File: src/shared/sas_pkg.sv
package sas_pkg;

    // ------------------------------------------------------------
    // Register map (byte addresses, one word each)
    // ------------------------------------------------------------
    localparam int unsigned ADDR_W = 8;
    localparam logic [7:0] OFF_CTRL0 = 8'h00;
    localparam logic [7:0] OFF_PINREF = 8'h04;
    localparam logic [7:0] OFF_TIMING = 8'h08;
    localparam logic [7:0] OFF_RES_HIGH = 8'h0C;
    localparam logic [7:0] OFF_RES_LOW = 8'h10;
    localparam logic [7:0] OFF_IRQ = 8'h14;

    // ------------------------------------------------------------
    // Field positions
    // ------------------------------------------------------------
    localparam int unsigned CTRL_EN = 0;
    localparam int unsigned CTRL_GO = 1;
    localparam int unsigned CTRL_CH_LSB = 2;
    localparam int unsigned REF_POS_BIT = 16;
    localparam int unsigned REF_NEG_BIT = 17;
    localparam int unsigned TIM_CLK_LSB = 0;
    localparam int unsigned TIM_ACQ_LSB = 3;
    localparam int unsigned IRQ_FLAG_BIT = 0;
    localparam int unsigned IRQ_EN_BIT = 1;
    localparam int unsigned IRQ_GIE_BIT = 2;

    // ------------------------------------------------------------
    // Sizes and reset values
    // ------------------------------------------------------------
    localparam int unsigned RES_W = 12;
    localparam int unsigned PIN_N = 13;
    localparam int unsigned CH_W = 4;
    localparam logic [3:0] CONV_LAST = 4'hC;
    localparam logic [4:0] GAP_LAST = 5'h01;
    localparam logic [2:0] ACQ_RST = 3'h0;
    localparam logic [2:0] CLKSEL_RST = 3'h0;
    localparam logic [PIN_N-1:0] PIN_RST = '0;
    localparam logic [11:0] SAR_MSB = 12'h800;

    // ------------------------------------------------------------
    // Timing
    // ------------------------------------------------------------
    localparam int unsigned CLK_PERIOD_NS = 8;
    localparam int unsigned RC_TAD_NS = 2500;
    localparam int unsigned RC_DIV_CYC = RC_TAD_NS / CLK_PERIOD_NS;
    localparam logic [8:0] RC_DIV = 9'(RC_DIV_CYC);

    typedef enum logic [1:0] {
        ST_IDLE,
        ST_ACQ,
        ST_CONV,
        ST_GAP
    } sas_state_e;

    function automatic logic [4:0] acq_tads(input logic [2:0] f);
        case (f)
            3'h1: acq_tads = 5'h02;
            3'h2: acq_tads = 5'h04;
            3'h3: acq_tads = 5'h06;
            3'h4: acq_tads = 5'h08;
            3'h5: acq_tads = 5'h0C;
            3'h6: acq_tads = 5'h10;
            3'h7: acq_tads = 5'h14;
            default: acq_tads = 5'h00;
        endcase
    endfunction

    function automatic logic is_rc(input logic [2:0] sel);
        is_rc = (sel[1:0] == 2'h3);
    endfunction

    function automatic logic [8:0] tad_div(input logic [2:0] sel);
        case (sel)
            3'h0: tad_div = 9'h002;
            3'h4: tad_div = 9'h004;
            3'h1: tad_div = 9'h008;
            3'h5: tad_div = 9'h010;
            3'h2: tad_div = 9'h020;
            3'h6: tad_div = 9'h040;
            default: tad_div = RC_DIV;
        endcase
    endfunction

endpackage

File: src/shared/sas_tad_if.sv
`timescale 1ns/10ps
`default_nettype none
interface sas_tad_if;
    logic [2:0] src;
    logic run;
    logic tick;
    modport gen (input src, input run, output tick);
    modport user (output src, output run, input tick);
endinterface
`default_nettype wire

File: src/rtl/sas_sequencer.sv
// What this block does
// - Software picks supply or external references
// - Converts in sleep only on RC clock
// - One result bit resolved per conversion period after the first
// - Reset clears control, disables, aborts conversion
// - Each pin selectable analog or digital
// - Result pair loaded when conversion ends
// - Completion clears start bit, sets flag
// - Result pair survives reset, undefined at power-up
// - Optional programmed acquisition after start bit
// - Two periods gap before next acquisition
// - Thirteen periods, twelve-bit result per conversion
// - Field zero means manual, immediate conversion
// - Programmed acquisition of 2 to 20 periods
// - Sampling resumes on selected channel afterwards
//
// Local design decisions: the register addresses and the APB register port.
`timescale 1ns/10ps
`default_nettype none
module sas_sequencer (
    // Clock and reset
    input wire logic clk_i,
    input wire logic rst_i,
    // APB slave
    input wire logic psel_i,
    input wire logic penable_i,
    input wire logic pwrite_i,
    input wire logic [sas_pkg::ADDR_W-1:0] paddr_i,
    input wire logic [31:0] pwdata_i,
    output logic [31:0] prdata_o,
    output logic pready_o,
    output logic pslverr_o,
    // Power manager
    input wire logic sleep_i,
    // Analog front end
    input wire logic cmp_i,
    output logic sample_o,
    output logic [sas_pkg::CH_W-1:0] chan_o,
    output logic [sas_pkg::RES_W-1:0] dac_o,
    output logic ref_pos_ext_o,
    output logic ref_neg_ext_o,
    output logic [sas_pkg::PIN_N-1:0] pin_analog_o
);
    import sas_pkg::*;

    // ------------------------------------------------------------
    // State
    // ------------------------------------------------------------
    typedef struct packed {
        sas_state_e st;
        logic en;
        logic go;
        logic [CH_W-1:0] ch;
        logic [PIN_N-1:0] pin;
        logic rpos;
        logic rneg;
        logic [2:0] csel;
        logic [2:0] acqt;
        logic flag;
        logic ien;
        logic global_irq_enable;
        logic [RES_W-1:0] res;
        logic [RES_W-1:0] dac;
        logic [3:0] cnt;
        logic [4:0] acnt;
        logic smp;
        logic c1;
        logic c2;
        logic [31:0] rdata;
        logic rdy;
        logic err;
    } sas_regs_s;

    localparam sas_regs_s RST_S = '{
        st: ST_IDLE,
        en: 1'b0,
        go: 1'b0,
        ch: '0,
        pin: PIN_RST,
        rpos: 1'b0,
        rneg: 1'b0,
        csel: CLKSEL_RST,
        acqt: ACQ_RST,
        flag: 1'b0,
        ien: 1'b0,
        global_irq_enable: 1'b0,
        res: '0,
        dac: '0,
        cnt: 4'h0,
        acnt: 5'h00,
        smp: 1'b0,
        c1: 1'b0,
        c2: 1'b0,
        rdata: 32'h0000_0000,
        rdy: 1'b0,
        err: 1'b0
    };

    sas_regs_s s_q;
    sas_regs_s s_d;

    sas_tad_if tad ();

    sas_tad_gen u_tad (
        .clk_i (clk_i),
        .rst_i (rst_i),
        .tad   (tad)
    );

    logic wr;
    logic setup;
    logic mapped;
    logic done;
    logic tick;
    logic [3:0] bidx;

    assign tick = tad.tick;
    assign setup = psel_i && !penable_i;
    assign wr = psel_i && penable_i && s_q.rdy && pwrite_i;
    assign done = (s_q.st == ST_CONV) && tick && (s_q.cnt == CONV_LAST);
    assign bidx = 4'(CONV_LAST - s_q.cnt);

    // Conversion clock halts in sleep unless it comes from the RC
    assign tad.src = s_q.csel;
    assign tad.run = s_q.en && !(sleep_i && !is_rc(s_q.csel));

    always_comb begin
        case (paddr_i)
            OFF_CTRL0,
            OFF_PINREF,
            OFF_TIMING,
            OFF_RES_HIGH,
            OFF_RES_LOW,
            OFF_IRQ: mapped = 1'b1;
            default: mapped = 1'b0;
        endcase
    end

    // ------------------------------------------------------------
    // Next state
    // ------------------------------------------------------------
    always_comb begin
        s_d = s_q;
        // Comparator arrives from the analog side
        s_d.c1 = cmp_i;
        s_d.c2 = s_q.c1;

        // Bus: answer is prepared in the setup cycle
        s_d.rdy = setup;
        s_d.err = setup && !mapped;
        s_d.rdata = 32'h0000_0000;
        if (setup) begin
            case (paddr_i)
                OFF_CTRL0: begin
                    s_d.rdata[CTRL_EN] = s_q.en;
                    s_d.rdata[CTRL_GO] = s_q.go;
                    s_d.rdata[CTRL_CH_LSB +: CH_W] = s_q.ch;
                end
                OFF_PINREF: begin
                    s_d.rdata[PIN_N-1:0] = s_q.pin;
                    s_d.rdata[REF_POS_BIT] = s_q.rpos;
                    s_d.rdata[REF_NEG_BIT] = s_q.rneg;
                end
                OFF_TIMING: begin
                    s_d.rdata[TIM_CLK_LSB +: 3] = s_q.csel;
                    s_d.rdata[TIM_ACQ_LSB +: 3] = s_q.acqt;
                end
                OFF_RES_HIGH: s_d.rdata[3:0] = s_q.res[11:8];
                OFF_RES_LOW: s_d.rdata[7:0] = s_q.res[7:0];
                OFF_IRQ: begin
                    s_d.rdata[IRQ_FLAG_BIT] = s_q.flag;
                    s_d.rdata[IRQ_EN_BIT] = s_q.ien;
                    s_d.rdata[IRQ_GIE_BIT] = s_q.global_irq_enable;
                end
                default: s_d.rdata = 32'h0000_0000;
            endcase
        end

        // Register writes take effect in the access cycle
        if (wr) begin
            case (paddr_i)
                OFF_CTRL0: begin
                    s_d.en = pwdata_i[CTRL_EN];
                    s_d.go = pwdata_i[CTRL_GO] && pwdata_i[CTRL_EN];
                    s_d.ch = pwdata_i[CTRL_CH_LSB +: CH_W];
                end
                OFF_PINREF: begin
                    s_d.pin = pwdata_i[PIN_N-1:0];
                    s_d.rpos = pwdata_i[REF_POS_BIT];
                    s_d.rneg = pwdata_i[REF_NEG_BIT];
                end
                OFF_TIMING: begin
                    s_d.csel = pwdata_i[TIM_CLK_LSB +: 3];
                    s_d.acqt = pwdata_i[TIM_ACQ_LSB +: 3];
                end
                OFF_IRQ: begin
                    s_d.flag = pwdata_i[IRQ_FLAG_BIT];
                    s_d.ien = pwdata_i[IRQ_EN_BIT];
                    s_d.global_irq_enable = pwdata_i[IRQ_GIE_BIT];
                end
                default: s_d.en = s_d.en;
            endcase
        end

        // --------------------------------------------------------
        // Sequencer
        // --------------------------------------------------------
        unique case (s_q.st)
            ST_IDLE: begin
                s_d.smp = s_d.en;
                if (s_d.en && s_d.go) begin
                    if (s_q.acqt == 3'h0) begin
                        // Manual: hold and convert at once
                        s_d.st = ST_CONV;
                        s_d.smp = 1'b0;
                        s_d.cnt = 4'h0;
                    end else begin
                        s_d.st = ST_ACQ;
                        s_d.acnt = 5'h00;
                    end
                end
            end
            ST_ACQ: begin
                s_d.smp = 1'b1;
                if (tick) begin
                    if (s_q.acnt ==
                        5'(acq_tads(s_q.acqt) - 5'h01)) begin
                        s_d.st = ST_CONV;
                        s_d.smp = 1'b0;
                        s_d.cnt = 4'h0;
                    end else begin
                        s_d.acnt = 5'(s_q.acnt + 5'h01);
                    end
                end
            end
            ST_CONV: begin
                s_d.smp = 1'b0;
                if (tick) begin
                    if (s_q.cnt == 4'h0) begin
                        s_d.dac = SAR_MSB;
                    end else begin
                        // Keep trial bit only if sample is at or above it
                        if (!s_q.c2) begin
                            s_d.dac[bidx] = 1'b0;
                        end
                        if (bidx != 4'h0) begin
                            s_d.dac[4'(bidx - 4'h1)] = 1'b1;
                        end
                    end
                    if (s_q.cnt == CONV_LAST) begin
                        s_d.res = s_d.dac;
                        s_d.go = 1'b0;
                        s_d.flag = 1'b1;
                        s_d.st = ST_GAP;
                        s_d.acnt = 5'h00;
                    end else begin
                        s_d.cnt = 4'(s_q.cnt + 4'h1);
                    end
                end
            end
            ST_GAP: begin
                // Hold off sampling so the next one starts clean
                s_d.smp = 1'b0;
                if (tick) begin
                    if (s_q.acnt == GAP_LAST) begin
                        s_d.st = ST_IDLE;
                        s_d.smp = s_d.en;
                    end else begin
                        s_d.acnt = 5'(s_q.acnt + 5'h01);
                    end
                end
            end
        endcase

        // Disabling the module abandons any conversion
        if (!s_d.en) begin
            s_d.st = ST_IDLE;
            s_d.go = 1'b0;
            s_d.smp = 1'b0;
        end

        // Result pair is deliberately left out of reset
        if (rst_i) begin
            s_d = RST_S;
            s_d.res = s_q.res;
        end
    end

    always_ff @(posedge clk_i) begin
        s_q <= s_d;
    end

    // ------------------------------------------------------------
    // Outputs
    // ------------------------------------------------------------
    assign prdata_o = s_q.rdata;
    assign pready_o = s_q.rdy;
    assign pslverr_o = s_q.err;
    assign sample_o = s_q.smp;
    assign chan_o = s_q.ch;
    assign dac_o = s_q.dac;
    assign ref_pos_ext_o = s_q.rpos;
    assign ref_neg_ext_o = s_q.rneg;
    assign pin_analog_o = s_q.pin;
endmodule
`default_nettype wire

File: src/rtl/sas_tad_gen.sv
`timescale 1ns/10ps
`default_nettype none
module sas_tad_gen (
    // Clock and reset
    input wire logic clk_i,
    input wire logic rst_i,
    // Conversion clock request
    sas_tad_if.gen tad
);
    import sas_pkg::*;

    typedef struct packed {
        logic [8:0] cnt;
        logic tick;
    } sas_gen_s;

    sas_gen_s s_q;
    sas_gen_s s_d;

    // Counter restarts whenever the run request drops
    always_comb begin
        s_d = s_q;
        s_d.tick = 1'b0;
        if (rst_i || !tad.run) begin
            s_d.cnt = 9'h000;
        end else if (s_q.cnt == 9'(tad_div(tad.src) - 9'h001)) begin
            s_d.cnt = 9'h000;
            s_d.tick = 1'b1;
        end else begin
            s_d.cnt = 9'(s_q.cnt + 9'h001);
        end
        if (rst_i) begin
            s_d.tick = 1'b0;
        end
    end

    always_ff @(posedge clk_i) begin
        s_q <= s_d;
    end

    assign tad.tick = s_q.tick;

endmodule
`default_nettype wire

File: config.mk
export PLATFORM = sky130hd
export DESIGN_NAME = sas_sequencer
export DESIGN_NICKNAME = d
export VERILOG_FILES = /design/src/shared/sas_pkg.sv /design/src/shared/sas_tad_if.sv /design/src/rtl/sas_sequencer.sv /design/src/rtl/sas_tad_gen.sv
export SDC_FILE = /design/constraint.sdc
export NUM_CORES = 1
export LEC_CHECK = 0
export ABC_AREA = 1
export BUFFER_PORTS_ARGS = -buffer_cell sky130_fd_sc_hd__buf_2
export CAP_MARGIN = 20
export CORE_MARGIN = 2
export CORE_UTILIZATION = 50
export CTS_BUF_LIST = sky130_fd_sc_hd__clkbuf_4 sky130_fd_sc_hd__clkbuf_8 sky130_fd_sc_hd__clkbuf_16
export CTS_CLUSTER_DIAMETER = 200
export DETAILED_ROUTE_END_ITERATION = 6
export PLACE_DENSITY = 0.76
export SLEW_MARGIN = 20
export SYNTH_ARGS = -nofsm -noshare
export SYNTH_HDL_FRONTEND = slang
export SYNTH_SLANG_ARGS = --single-unit
File: constraint.sdc
create_clock -name clk_i -period 2.35 [get_ports clk_i]
set_clock_uncertainty 0.2 [all_clocks]
set_input_delay 0.705 -clock clk_i [delete_from_list [all_inputs] [get_ports clk_i]]
set_output_delay 0.705 -clock clk_i [all_outputs]
set_load 0.02 [all_outputs]
==> flow_summary.ini <==
[clock_tree]
clk-insertion-delay-late_ns = 0.37
clk_pin_slew_ns = 0.11
ctsRootBufferMaster = clkbuf_8
numCtsBuffers = 9
cts_hold_repair.buffers = 0
clock-sinks = 95
tritoncts = yes
h-tree-depth = 3
cts.path.max_buffers = 2

[timing]
rsz0062_at_grt = false
finalSetupTns_ns = 0
finalHoldViolations = 0
worst_tran_pin_value_ns = 0.607
slew_headroom = 0.595
post-route-period-util = 0.918
finalSetupViolations = 0
max_freq_ghz = 0.463
max_slew_violations = 0
finalWorstPathRequiredPeriod_ns = 2.16

[drt]
avgRoutedWirePerCell_um = 13.2
dr_total_vias = 4456
detail_route.iter0.violations = 344
detail_route.wirelength_mm = 11.6
drt-pass1-iter-count = 5
post_drt_via_cell_ratio = 5.09
detail-route-antenna-nets = 0
drc = 0

[floorplan]
core_um2 = 10200
rows = 37
initial_core_util = 0.509
chipWidth_um = 106
dieHeight_um = 106
floorplan.io_pins = 113
floorplan.die_area_um2 = 11200

[synthesis]
syn_inst = 692
synthesis.area_um2 = 5210
ys_warn_count = 0
ys_seq_elements = 95
syn-mean-instance-area_um2 = 7.52
synth.top_cell.area_share = 0.319
ys_types = 45
postSynth.asyncResetShare = 0
synthFlopType = dfxtp_1
synth.top_cells.by_area = dfxtp_1, buf_4, nand2_1
yosysTopAreaCell = dfxtp_1
synth_sequential_area_ratio = 0.388
synth_edf_count = 12

[pwr]
power.share.combinational = 0.042
netSwitchingFraction = 0.264
p_total_mw = 2.84
p_int_mw = 2.09
leakage_nw = 2.58
seq_power_share = 0.578
power.density_cell_area_nw_per_um2 = 508
power.share.clock = 0.380
peak_ir_drop_on_the_vdd_network_uv = 258
power.switching_mw = 0.748

[critical_path]
cp-end-kind = flop
worst_ep_required_time_ns = 2.46
worst_r2r_path_depth = 13
worstSetupPathDepth = 13
cp_common_cell = nand2_1
critical_path.reg2reg.endpoint = s_q[43]$_SDFFE_PP0P_
r2r_setup_slack_ns = 0.19
r2r_start = s_q[74]$_SDFFE_PP0P_
worstSetupPathType = flop to flop
crit_path_max_fanout = 5
critical_path.startpoint_type = flop
timing.critical_path.max_delay_family = simple AND/OR/NAND/NOR gates
cpPeakStageDelay_ns = 0.37
critical_path_arrival_ns = 2.27
worstPathCellList = inv_1 -> nor2_1 -> a21oi_1 -> ha_1 -> nand2_1 -> nand2_1 -> nor2_1 -> nand2_1 -> nor2_2 -> nand2_2 -> a21oi_4 -> nand3_1 -> a21oi_1
worst-path-buf-inv = 1
crit_slowest_cell = dfxtp_2
cp-endpoint = s_q[43]$_SDFFE_PP0P_
setup_crit_start = s_q[74]$_SDFFE_PP0P_

[final_layout]
most_frequent_cells_in_the_layout = nand2_1, dfxtp_1, inv_1, buf_2, nor2_1
layout-drive-gt1-share = 0.216
n_antenna_cell = 0
area_growth_syn_to_layout_pct = 7.38
layout_commonest_cell = nand2_1
num-nets-final = 795

[global_route]
grt_start_max_net_pins = 24
overflow_left_after_global_routing = 0
antenna_found_initial = 0
global_route_usage_over_all_layers = 0.213
global_route_wire_length_before_repair_mm = 19.4
grt_pass1_vias = 4093

[place]
numPortBuffers = 78
dp_hpwl_mm = 8.79
gp_routability_congestion = 0.919

[job]
maxcap_violations = 0

[status]
outcome = finished, final reports clean

[hold_path]
type_of_the_worst_min_delay_path = flop to flop
area by class of cell:
type,instances,area [um^2]
fill,974,4640
multi-input combinational,452,2390
sequential,95,2020
timing repair buffer,91,488
inverter,86,323
tap,136,170
clock buffer,9,124
clock inverter,7,75.1
power by group through the flow:
stage	Sequential [mW]	Clock, mW	Combinational (mW)
floorplan	1.68	0	0.0889
global placement	1.68	0	0.116
detailed placement	1.68	0	0.118
CTS	1.64	1.11	0.119
global route	1.64	1.18	0.130
finish	1.64	1.08	0.120
metal layers:
| metal | share of wire | vias to the layer above | track usage |
|---|---|---|---|
| met1 | 0.44 | 2052 | 0.280 |
| met2 | 0.48 | 154 | 0.363 |
| met3 | 0.063 | 14 | 0.0343 |
| li1 | - | 2236 | - |
| met4 | 0.013 | 0 | 0.0583 |
| met5 | 0 | - | 0 |
registers in the layout (all words and copies together) (netlist names):
| signal | flops |
|---|---|
| pready_o | 1 |
| pslverr_o | 1 |
| pin_analog_o | 13 |
| prdata_o | 15 |
| s_q | 33 |
| chan_o | 4 |
| tad.src | 3 |
| ref_pos_ext_o | 1 |
| u_tad.s_q | 9 |
| u_tad.tad.tick | 1 |
| sample_o | 1 |
| ref_neg_ext_o | 1 |
| dac_o | 12 |
tightest hold or removal path: stages, from the launching register on:
cell and delay, ns:
dfxtp_1 0.31, inv_1 0.04, nor2_1 0.03
synthesized netlist by cell type, types with 4 or more instances:
master      n
a31oi_1     4
nor2_1     73
dfxtp_1    83
buf_4      64
nor2_2     16
nand3_1    36
a211oi_1    4
ha_1       13
nand2_2     8
xnor2_1     5
clkbuf_1    8
o21ai_0    51
nand2_1   126
inv_1      78
a21oi_1    43
nand4_1     6
inv_2       7
nor3_1      5
xor2_1      6
o21ai_1     6
edfxtp_1   12
a211oi_2    4
logic make-up after synthesis:
kind of cell,Yosys count,share of synthesized area
AO/OA/AOI/OAI,123,0.135
adder cells (fa/ha/maj),13,0.0312
buffers and inverters,161,0.165
XOR/XNOR,11,0.0185
flip-flops,95,0.388
AND/OR/NAND/NOR,288,0.261
other,1,0.000720
metrics by stage:
stage | util | worst slack [ns] | cells | hold WS [ns] | area, um^2
after floorplan | - | 0.0550 | 708 | 0.188 | 5270
after global routing | 0.546 | 0.00842 | 876 | 0.235 | 5590
after global placement | 0.526 | 0.0933 | 859 | 0.192 | 5380
after CTS | 0.545 | 0.152 | 875 | 0.215 | 5580
final | 0.546 | 0.192 | 876 | 0.211 | 5590
after detailed placement | 0.526 | 0.0420 | 859 | 0.200 | 5380
timing repair:
action / in CTS / in global routing
resized for setup: 0 / 5
setup buffers: 0 / 1
endpoints found under the setup margin: 0 / 11
worst min-delay path by stage:
stage / from / to / slack (ns) / cells past startpoint
2_1_floorplan: s_q[35]$_SDFF_PP0_ / s_q[34]$_SDFF_PP0_ / 0.19 / 2
3_3_place_gp: s_q[35]$_SDFF_PP0_ / s_q[34]$_SDFF_PP0_ / 0.19 / 2
3_5_place_dp: s_q[35]$_SDFF_PP0_ / s_q[34]$_SDFF_PP0_ / 0.20 / 2
4_1_cts: s_q[35]$_SDFF_PP0_ / s_q[34]$_SDFF_PP0_ / 0.21 / 2
5_1_grt: s_q[35]$_SDFF_PP0_ / s_q[34]$_SDFF_PP0_ / 0.24 / 2
6_report: s_q[35]$_SDFF_PP0_ / s_q[34]$_SDFF_PP0_ / 0.21 / 2
(Power assumes the default switching activity.)
